## config.mk

```make
export PLATFORM = sky130hd
export DESIGN_NAME = palvc_ctrl_regs
export DESIGN_NICKNAME = d
export VERILOG_FILES = /design/src/pkg/palvc_pkg.sv /design/src/palvc_ctrl_regs.sv
export SDC_FILE = /design/constraint.sdc
export NUM_CORES = 1
export LEC_CHECK = 0
export BUFFER_PORTS_ARGS = -buffer_cell sky130_fd_sc_hd__clkbuf_2
export CAP_MARGIN = 10
export CORE_ASPECT_RATIO = 1.2
export CORE_MARGIN = 10
export CORE_UTILIZATION = 45
export CTS_BUF_LIST = sky130_fd_sc_hd__clkbuf_8
export CTS_CLUSTER_DIAMETER = 30
export DETAILED_ROUTE_END_ITERATION = 7
export PLACE_DENSITY_LB_ADDON = 0.15
export RECOVER_POWER = 50
export SYNTH_ARGS = -nofsm -noshare
export SYNTH_HDL_FRONTEND = slang
export SYNTH_SLANG_ARGS = --single-unit
```

## constraint.sdc

```tcl
create_clock -name clk_sys_i -period 1.6 [get_ports clk_sys_i]
set_input_delay 0.16 -clock clk_sys_i [delete_from_list [all_inputs] [get_ports clk_sys_i]]
set_output_delay 0.16 -clock clk_sys_i [all_outputs]
set_load 0.02 [all_outputs]
```

## src/pkg/palvc_pkg.sv

```systemverilog
// constants and field types for the palette control register bank
package palvc_pkg;

  // ==========================================================
  // register indices on the host data-bus port
  localparam logic [7:0] PALVC_IDX_CURSOR_CTL = 8'h06;
  localparam logic [7:0] PALVC_IDX_GENERAL_CTL = 8'h1d;

  // ==========================================================
  // general control field positions
  localparam int PALVC_GC_OVS_SRC_BIT = 7;
  localparam int PALVC_GC_OVS_EN_BIT = 6;
  localparam int PALVC_GC_SOG_BIT = 5;
  localparam int PALVC_GC_PED_BIT = 4;
  localparam int PALVC_GC_ORDER_BIT = 3;
  localparam int PALVC_GC_SPLIT_BIT = 2;
  localparam int PALVC_GC_VPOL_BIT = 1;
  localparam int PALVC_GC_HPOL_BIT = 0;

  // cursor control field positions
  localparam int PALVC_CC_RSVD_BIT = 7;
  localparam int PALVC_CC_SPRITE_BIT = 6;
  localparam int PALVC_CC_DUAL_BIT = 5;
  localparam int PALVC_CC_FMT_BIT = 4;
  localparam int PALVC_CC_COLOUR_BIT = 3;
  localparam int PALVC_CC_XHAIR_BIT = 2;
  localparam int PALVC_CC_THICK_LSB = 0;

  // reset values and cursor control write mask
  localparam logic [7:0] PALVC_GENERAL_CTL_RST = 8'h20;
  localparam logic [7:0] PALVC_CURSOR_CTL_RST = 8'h00;
  localparam logic [7:0] PALVC_CURSOR_CTL_MASK = 8'h7f;

  // ==========================================================
  // timing
  localparam int PALVC_CLK_PERIOD_PS = 10000;
  localparam int PALVC_SPLIT_LATENCY_NS = 20;
  localparam int PALVC_SPLIT_HIGH_NS = 15;
  localparam int PALVC_SPLIT_LATENCY_CYC =
    (PALVC_SPLIT_LATENCY_NS * 1000 / PALVC_CLK_PERIOD_PS < 1) ? 1 :
    PALVC_SPLIT_LATENCY_NS * 1000 / PALVC_CLK_PERIOD_PS;
  localparam int PALVC_SPLIT_HIGH_CYC =
    (PALVC_SPLIT_HIGH_NS * 1000 + PALVC_CLK_PERIOD_PS - 1) / PALVC_CLK_PERIOD_PS;

  localparam int PALVC_COORD_W = 12;

  // ==========================================================
  // packed register images and pixel coordinate point
  typedef struct packed {
    logic overscan_source_select;
    logic overscan_border_enable;
    logic sync_on_green_enable;
    logic pedestal_select;
    logic pixel_byte_order;
    logic split_transfer_enable;
    logic vert_sync_polarity;
    logic horiz_sync_polarity;
  } palvc_gen_ctl_type;

  typedef struct packed {
    logic cursor_ctl_reserved;
    logic sprite_cursor_enable;
    logic dual_cursor_format;
    logic sprite_data_format;
    logic crosshair_colour_select;
    logic crosshair_enable;
    logic [1:0] crosshair_thickness;
  } palvc_cur_ctl_type;

  typedef struct packed {
    logic [PALVC_COORD_W-1:0] x;
    logic [PALVC_COORD_W-1:0] y;
  } palvc_point_type;

endpackage

```

## src/palvc_ctrl_regs.sv

```systemverilog
// general and cursor control registers of the video palette
//
// Contract
// - general control at index 1d, read/write anytime
// - bit 7 picks overscan source pin/internal
// - bit 6 enables overscan borders, reset off
// - bit 5 puts sync on green, reset on
// - bit 4 selects 0 or 7.5 IRE pedestal
// - bit 3 selects little or big endian
// - bit 2 enables split transfer, reset off
// - bit 1 sets vertical sync polarity
// - bit 0 sets horizontal sync polarity
// - legacy port mode passes sync unchanged
// - extra shift clock on flag rising edge
// - cursor control at index 06, read/write anytime
// - bit 6 enables sprite cursor, reset off
// - bit 5 selects dual cursor format
// - bit 4 selects sprite data format
// - bit 3 selects crosshair colour
// - bit 2 enables crosshair, reset off
// - bits 1:0 give 1/3/5/7 pixel thickness
// - thick segments centred on cursor position
`timescale 1ns/1ps
module palvc_ctrl_regs (
  input wire logic clk_sys_i,
  input wire logic rst_b_i,
  // host indexed port
  input wire logic [7:0] mpu_index_i,
  input wire logic [7:0] mpu_wdata_i,
  input wire logic mpu_wr_i,
  input wire logic mpu_rd_i,
  output logic [7:0] mpu_rdata_o,
  output logic mpu_rvalid_o,
  // register images
  output palvc_pkg::palvc_gen_ctl_type general_ctl_o,
  output palvc_pkg::palvc_cur_ctl_type cursor_ctl_o,
  // sync path
  input wire logic legacy_port_mode_i,
  input wire logic horiz_sync_b_i,
  input wire logic vert_sync_b_i,
  output logic horiz_sync_out_o,
  output logic vert_sync_out_o,
  output logic green_sync_o,
  // overscan
  input wire logic overscan_input_pin_i,
  input wire logic overscan_internal_i,
  output logic overscan_active_o,
  // split transfer
  input wire logic split_transfer_flag_i,
  output logic split_shift_transfer_o,
  // crosshair
  input wire palvc_pkg::palvc_point_type pixel_pos_i,
  input wire palvc_pkg::palvc_point_type cursor_pos_i,
  output logic crosshair_hit_o,
  output logic crosshair_colour_o
);
  import palvc_pkg::*;

  // ==========================================================
  // register storage
  palvc_gen_ctl_type general_ctl_r;
  palvc_cur_ctl_type cursor_ctl_r;

  // general control write path
  // general control write
  always_ff @(posedge clk_sys_i or negedge rst_b_i) begin
    if (!rst_b_i) begin
      general_ctl_r <= palvc_gen_ctl_type'(PALVC_GENERAL_CTL_RST);
    end else if (mpu_wr_i && mpu_index_i == PALVC_IDX_GENERAL_CTL) begin
      general_ctl_r <= palvc_gen_ctl_type'(mpu_wdata_i);
    end
  end

  // cursor control write path
  // cursor control write
  always_ff @(posedge clk_sys_i or negedge rst_b_i) begin
    if (!rst_b_i) begin
      cursor_ctl_r <= palvc_cur_ctl_type'(PALVC_CURSOR_CTL_RST);
    end else if (mpu_wr_i && mpu_index_i == PALVC_IDX_CURSOR_CTL) begin
      cursor_ctl_r <= palvc_cur_ctl_type'(mpu_wdata_i & PALVC_CURSOR_CTL_MASK);
    end
  end

  // ==========================================================
  // read path
  logic [7:0] rdata_nxt;

  always_comb begin
    unique case (mpu_index_i)
      PALVC_IDX_GENERAL_CTL: rdata_nxt = general_ctl_r;
      PALVC_IDX_CURSOR_CTL: rdata_nxt = cursor_ctl_r;
      default: rdata_nxt = 8'h00;
    endcase
  end

  always_ff @(posedge clk_sys_i or negedge rst_b_i) begin
    if (!rst_b_i) begin
      mpu_rdata_o <= 8'h00;
      mpu_rvalid_o <= 1'b0;
    end else begin
      mpu_rvalid_o <= mpu_rd_i;
      if (mpu_rd_i) begin
        mpu_rdata_o <= rdata_nxt;
      end
    end
  end

  // ==========================================================
  // field outputs
  // pedestal field exported
  assign general_ctl_o = general_ctl_r;
  assign cursor_ctl_o = cursor_ctl_r;

  // ==========================================================
  // pin synchronisers
  logic [4:0] pin_meta_r;
  logic [4:0] pin_sync_r;

  always_ff @(posedge clk_sys_i or negedge rst_b_i) begin
    if (!rst_b_i) begin
      pin_meta_r <= 5'h03;
      pin_sync_r <= 5'h03;
    end else begin
      pin_meta_r <= {split_transfer_flag_i, overscan_input_pin_i,
                     legacy_port_mode_i, vert_sync_b_i, horiz_sync_b_i};
      pin_sync_r <= pin_meta_r;
    end
  end

  logic hs_b_s;
  logic vs_b_s;
  logic legacy_s;
  logic ovs_pin_s;
  logic flag_s;

  assign hs_b_s = pin_sync_r[0];
  assign vs_b_s = pin_sync_r[1];
  assign legacy_s = pin_sync_r[2];
  assign ovs_pin_s = pin_sync_r[3];
  assign flag_s = pin_sync_r[4];

  // ==========================================================
  // sync outputs
  logic hs_out_nxt;
  logic vs_out_nxt;
  logic green_sync_nxt;

  always_comb begin
    if (legacy_s) begin
      hs_out_nxt = hs_b_s;
      vs_out_nxt = vs_b_s;
    end else begin
      hs_out_nxt = general_ctl_r.horiz_sync_polarity ? ~hs_b_s : hs_b_s;
      vs_out_nxt = general_ctl_r.vert_sync_polarity ? ~vs_b_s : vs_b_s;
    end
    green_sync_nxt = general_ctl_r.sync_on_green_enable & (~hs_b_s | ~vs_b_s);
  end

  always_ff @(posedge clk_sys_i or negedge rst_b_i) begin
    if (!rst_b_i) begin
      horiz_sync_out_o <= 1'b1;
      vert_sync_out_o <= 1'b1;
      green_sync_o <= 1'b0;
    end else begin
      horiz_sync_out_o <= hs_out_nxt;
      vert_sync_out_o <= vs_out_nxt;
      green_sync_o <= green_sync_nxt;
    end
  end

  // ==========================================================
  // overscan control
  always_ff @(posedge clk_sys_i or negedge rst_b_i) begin
    if (!rst_b_i) begin
      overscan_active_o <= 1'b0;
    end else begin
      overscan_active_o <= general_ctl_r.overscan_border_enable &
        (general_ctl_r.overscan_source_select ? overscan_internal_i : ovs_pin_s);
    end
  end

  // ==========================================================
  // split transfer shift clock
  localparam logic [3:0] SPLIT_HIGH_CNT = 4'(PALVC_SPLIT_HIGH_CYC);
  logic flag_d_r;
  logic [3:0] split_cnt_r;

  always_ff @(posedge clk_sys_i or negedge rst_b_i) begin
    if (!rst_b_i) begin
      flag_d_r <= 1'b0;
    end else begin
      flag_d_r <= flag_s;
    end
  end

  always_ff @(posedge clk_sys_i or negedge rst_b_i) begin
    if (!rst_b_i) begin
      split_cnt_r <= 4'h0;
    end else if (general_ctl_r.split_transfer_enable && flag_s && !flag_d_r) begin
      // enable gates pulse; start extra shift clock
      split_cnt_r <= SPLIT_HIGH_CNT;
    end else if (split_cnt_r != 4'h0) begin
      split_cnt_r <= split_cnt_r - 4'h1;
    end
  end

  assign split_shift_transfer_o = (split_cnt_r != 4'h0);

  // ==========================================================
  // crosshair hit test
  localparam int DW = PALVC_COORD_W + 1;

  function automatic logic [DW-1:0] abs_diff(input logic [PALVC_COORD_W-1:0] a,
                                             input logic [PALVC_COORD_W-1:0] b);
    logic [DW-1:0] d;
    d = {1'b0, a} - {1'b0, b};
    abs_diff = d[DW-1] ? (~d + 13'h0001) : d;
  endfunction

  logic [DW-1:0] half_w;
  logic [DW-1:0] dx;
  logic [DW-1:0] dy;
  logic hit_nxt;

  always_comb begin
    half_w = {11'h000, cursor_ctl_r.crosshair_thickness};
    dx = abs_diff(pixel_pos_i.x, cursor_pos_i.x);
    dy = abs_diff(pixel_pos_i.y, cursor_pos_i.y);
    hit_nxt = (dx <= half_w) || (dy <= half_w);
  end

  always_ff @(posedge clk_sys_i or negedge rst_b_i) begin
    if (!rst_b_i) begin
      crosshair_hit_o <= 1'b0;
      crosshair_colour_o <= 1'b0;
    end else begin
      crosshair_hit_o <= cursor_ctl_r.crosshair_enable & hit_nxt;
      crosshair_colour_o <= cursor_ctl_r.crosshair_colour_select;
    end
  end

endmodule

```

==> flow_summary.toml <==
[timing]
rsz0062_at_grt = "true"
setup_viol = 1
final.setup.tns_ns = -1.01
min_period_ns = 2.61
whs_ns = 0.0961
worst_pin_slew_ns = 1.07
finalHoldViolations = 0
fmax_ghz = 0.384
setup_slack_ns = -1.01
slew_headroom_pct = 28.4
slew_viol_final = 0
finalClockSkew_ns = 0.00461
fin_crit_sh_pct = 163

[synth]
seq_area_frac_synth_pct = 31.3
ys_ff_latch = 45
synthXorXnorAreaFrac_pct = 4.59
syn_inst = 401
synth-simple-area-share_pct = 21.0
synth_top_family_by_area = "simple AND/OR/NAND/NOR gates"
synthAdderAreaFrac_pct = 12.1
yosysWarnings = 0
synthMuxAreaShare_pct = 6.04
synth_area_per_cell_um2 = 9.04
ys.flop_type = "dfrtp_1"
synth_cell_types = 71
synth-compound-area-share_pct = 19.8
synth-edff-count = 0
async_reset_ff_share_pct = 100
syn_nets = 509
synth_area_mm2 = 0.00363

[clock_tree]
cts_tree = "built"
clk_pin_slew_ns = 0.10
cts-root-buf = "clkbuf_8"
cts_buffers = 5
clock-sinks = 45
clockBufferDepth = 2
insertion_delay_ns = 0.31
htree_num_levels = 2

[worst_setup_path]
ff2ff_path_depth = 7
crit_type = "primary input to register"
cp_cell_sequence = "buf_8 > inv_8 > ha_4 > fa_2 > nand2b_4 > a211oi_4 > o31ai_4 > a31oi_4 > nor2_2 > a21oi_2 > ha_1 > nor2b_1 > o21ai_1 > nand2_1 > a21oi_1 > o2111a_1 > o31ai_2 > o32ai_2"
crit_fanout = 3
cp_top_family = "compound AO/OA/AOI/OAI gates"
critPathMaxStageDelay_ns = 0.35
r2r-start = "cursor_ctl_o[1]"
timing.rr.end = "crosshair_hit_o"
path_buf_inv = 2
r2r_slack_ns = -0.14
cp_data_arrival_time_ns = 2.83
cp_slowest_cell = "fa_2"
end_kind = "register"
worst_setup_path_start_kind = "primary input"
critPathRequiredTime_ns = 1.82

[drt]
via_per_inst = 5.25
wirelength_um = 10100
wl_per_cell_um = 14.1
drc = 0
vias = 3749
drtIter0Drc = 157
first_pass_iters = 4
final_antenna_net_count = 0

[run_status]
violations = "setup timing"
status = "finished, violations left"

[pwr]
ir_drop_mv = 0.620
cellPowerDensity_mw_per_mm2 = 756
p_leak_uw = 0.00276

[placed_design]
gp_congestion = 0.845
post-place-cells = 692
dp_hpwl_um = 8370
placed_cell_area_mm2 = 0.00507
numPortBuffers = 104

[grt]
grt_usage_pct = 17.0
grt_max_degree = 46
grt_pass1_vias = 4052
grt_pass1_wl_um = 17400
grt_antenna_before_repair = 0
overflow = 0

[finish]
n_antenna_cell = 0
fin_area_mm2 = 0.00536
stdcell_count = 714
fill_cells = 651
multi_input_area_mm2 = 0.00244
nNetsFinal = 729
regArea_mm2 = 0.00113
drive_above_1_share_pct = 45.0
areaGrowthSynthToFinish_pct = 47.7

[hold_path]
min_path_type = "primary input to register"
hp-start = "mpu_wdata_i[5]"
hold_end = "cursor_ctl_o[5]"
min_path_cells = 2

[floorplan]
die_h_um = 118
row_count = 35
core_area_mm2 = 0.00775
dieWidth_um = 102
die_area_mm2 = 0.0121
ioPinCount = 106
initial_core_util_pct = 46.8

[flow_run]
maxCapViolCount = 0
-- flip-flops by register name (all words and copies together), names as in the netlist, 4 cells and up --
register / count
general_ctl_o: 8
split_cnt_r: 4
pin_sync_r: 5
pin_meta_r: 5
cursor_ctl_o: 7
mpu_rdata_o: 8
-- routing by layer --
metal / vias to the layer above / track usage [%] / share of wire, % / wire (um)
met5: - / 0 / 0 / 0
met4: 0 / 4.68 / 1.2 / 126
met3: 11 / 5.54 / 7.6 / 771
met2: 107 / 29.3 / 49 / 4980
met1: 1742 / 19.5 / 42 / 4220
li1: 1889 / - / - / -
-- how the worst max path moves through the flow --
stage	to	start	slack [ns]	depth (start not counted)
floorplan	crosshair_hit_o	pixel_pos_i[0]	-1.26	17
global placement	crosshair_hit_o	pixel_pos_i[0]	-1.35	18
detailed placement	crosshair_hit_o	pixel_pos_i[0]	-1.45	18
CTS	crosshair_hit_o	pixel_pos_i[0]	-0.98	18
global route	crosshair_hit_o	pixel_pos_i[0]	-1.18	18
finish	crosshair_hit_o	pixel_pos_i[0]	-1.01	18
-- where the power goes --
| part | switching [uW] | leakage [uW] | internal, uW |
|---|---|---|---|
| sequential | 71.2 | 0.000565 | 1250 |
| combinational | 956 | 0.00215 | 986 |
| clock | 454 | 0.0000511 | 330 |
| total | 1480 | 0.00276 | 2570 |
-- worst register-to-register path, delay by kind of cell, from the launching register on --
kind	cells	cell delay, ns
compound gates	4	0.78
flops	1	0.39
fa+ha+maj	1	0.25
simple gates	1	0.13
buf+inv	1	0.11
-- Yosys cell counts, types with 4 or more instances --
library cell | instances | area share (%)
inv_1 | 37 | 3.8
a21o_1 | 4 | 0.83
ha_1 | 32 | 11
o22ai_1 | 4 | 0.69
xnor2_1 | 12 | 2.9
nor2b_1 | 8 | 1.4
a22oi_1 | 7 | 1.4
nand3_1 | 8 | 1.1
nor2_1 | 39 | 4.0
and2_1 | 4 | 0.69
mux2i_1 | 5 | 1.4
nor3_1 | 13 | 1.8
nand2_1 | 20 | 2.1
nand2b_1 | 10 | 1.7
dfstp_2 | 7 | 5.1
xor2_1 | 7 | 1.7
a21oi_1 | 25 | 3.5
and3_1 | 5 | 0.86
mux2_2 | 15 | 4.7
o31ai_1 | 4 | 0.83
or3_1 | 4 | 0.69
o21ai_0 | 15 | 2.1
dfrtp_1 | 38 | 26
-- per-stage QoR --
step                utilization, %  power [uW]  setup WS [ns]
detailed placement            65.5        3180          -1.45
CTS                           68.3        4030         -0.976
floorplan                        -        2390          -1.26
global route                  69.1        4380          -1.18
global placement              65.5        3120          -1.35
finish                        69.1        4050          -1.01
-- cell type report --
type                    count  area share, %
multi-input cells         311           45.5
repair buffers            220           26.5
flip-flops and latches     45           21.2
inverters                  38           2.80
well taps                  92           2.15
clock buffers               5           1.29
clock inverters             3          0.537
-- cell usage in the layout (no fill, tap or decap), drive strengths merged, types with 3 or more instances in the layout --
| cell | n |
|---|---|
| buf | 111 |
| clkbuf | 108 |
| inv | 41 |
| nor2 | 39 |
| dfrtp | 38 |
| ha | 32 |
| a21oi | 25 |
| nand2 | 20 |
| o21ai | 16 |
| mux2 | 15 |
| nor3 | 13 |
| xnor2 | 12 |
| nand2b | 10 |
| nand3 | 9 |
| nor2b | 8 |
| xor2 | 7 |
| a22oi | 7 |
| dfstp | 7 |
| dlygate4sd3 | 6 |
| o31ai | 6 |
| a211oi | 6 |
| mux2i | 5 |
| and3 | 5 |
| and2 | 5 |
| or3 | 4 |
| a21o | 4 |
| o22ai | 4 |
| o211ai | 4 |
| and4b | 4 |
| nor4 | 4 |
| a21boi | 3 |
| o2111ai | 3 |
| nand4b | 3 |
| a31oi | 3 |
-- timing repair --
action / 4_1_cts / 5_1_grt
gates resized for setup: 7 / 7
endpoints found under the setup margin: 1 / 2
buffers inserted: 3 / 5
pin swaps: 9 / 11
hold buffers: 6 / 0
endpoints found under the hold margin: 43 / 0
-- kinds of logic after synthesis --
logic type | Yosys count
xor gates and xnor gates | 19
adders and majority gates | 34
AOI/OAI and AO/OA | 99
and+or+nand+nor | 138
other | 1
DFF | 45
muxes | 20
buffers and inverters | 45
(Power assumes the default switching activity.)
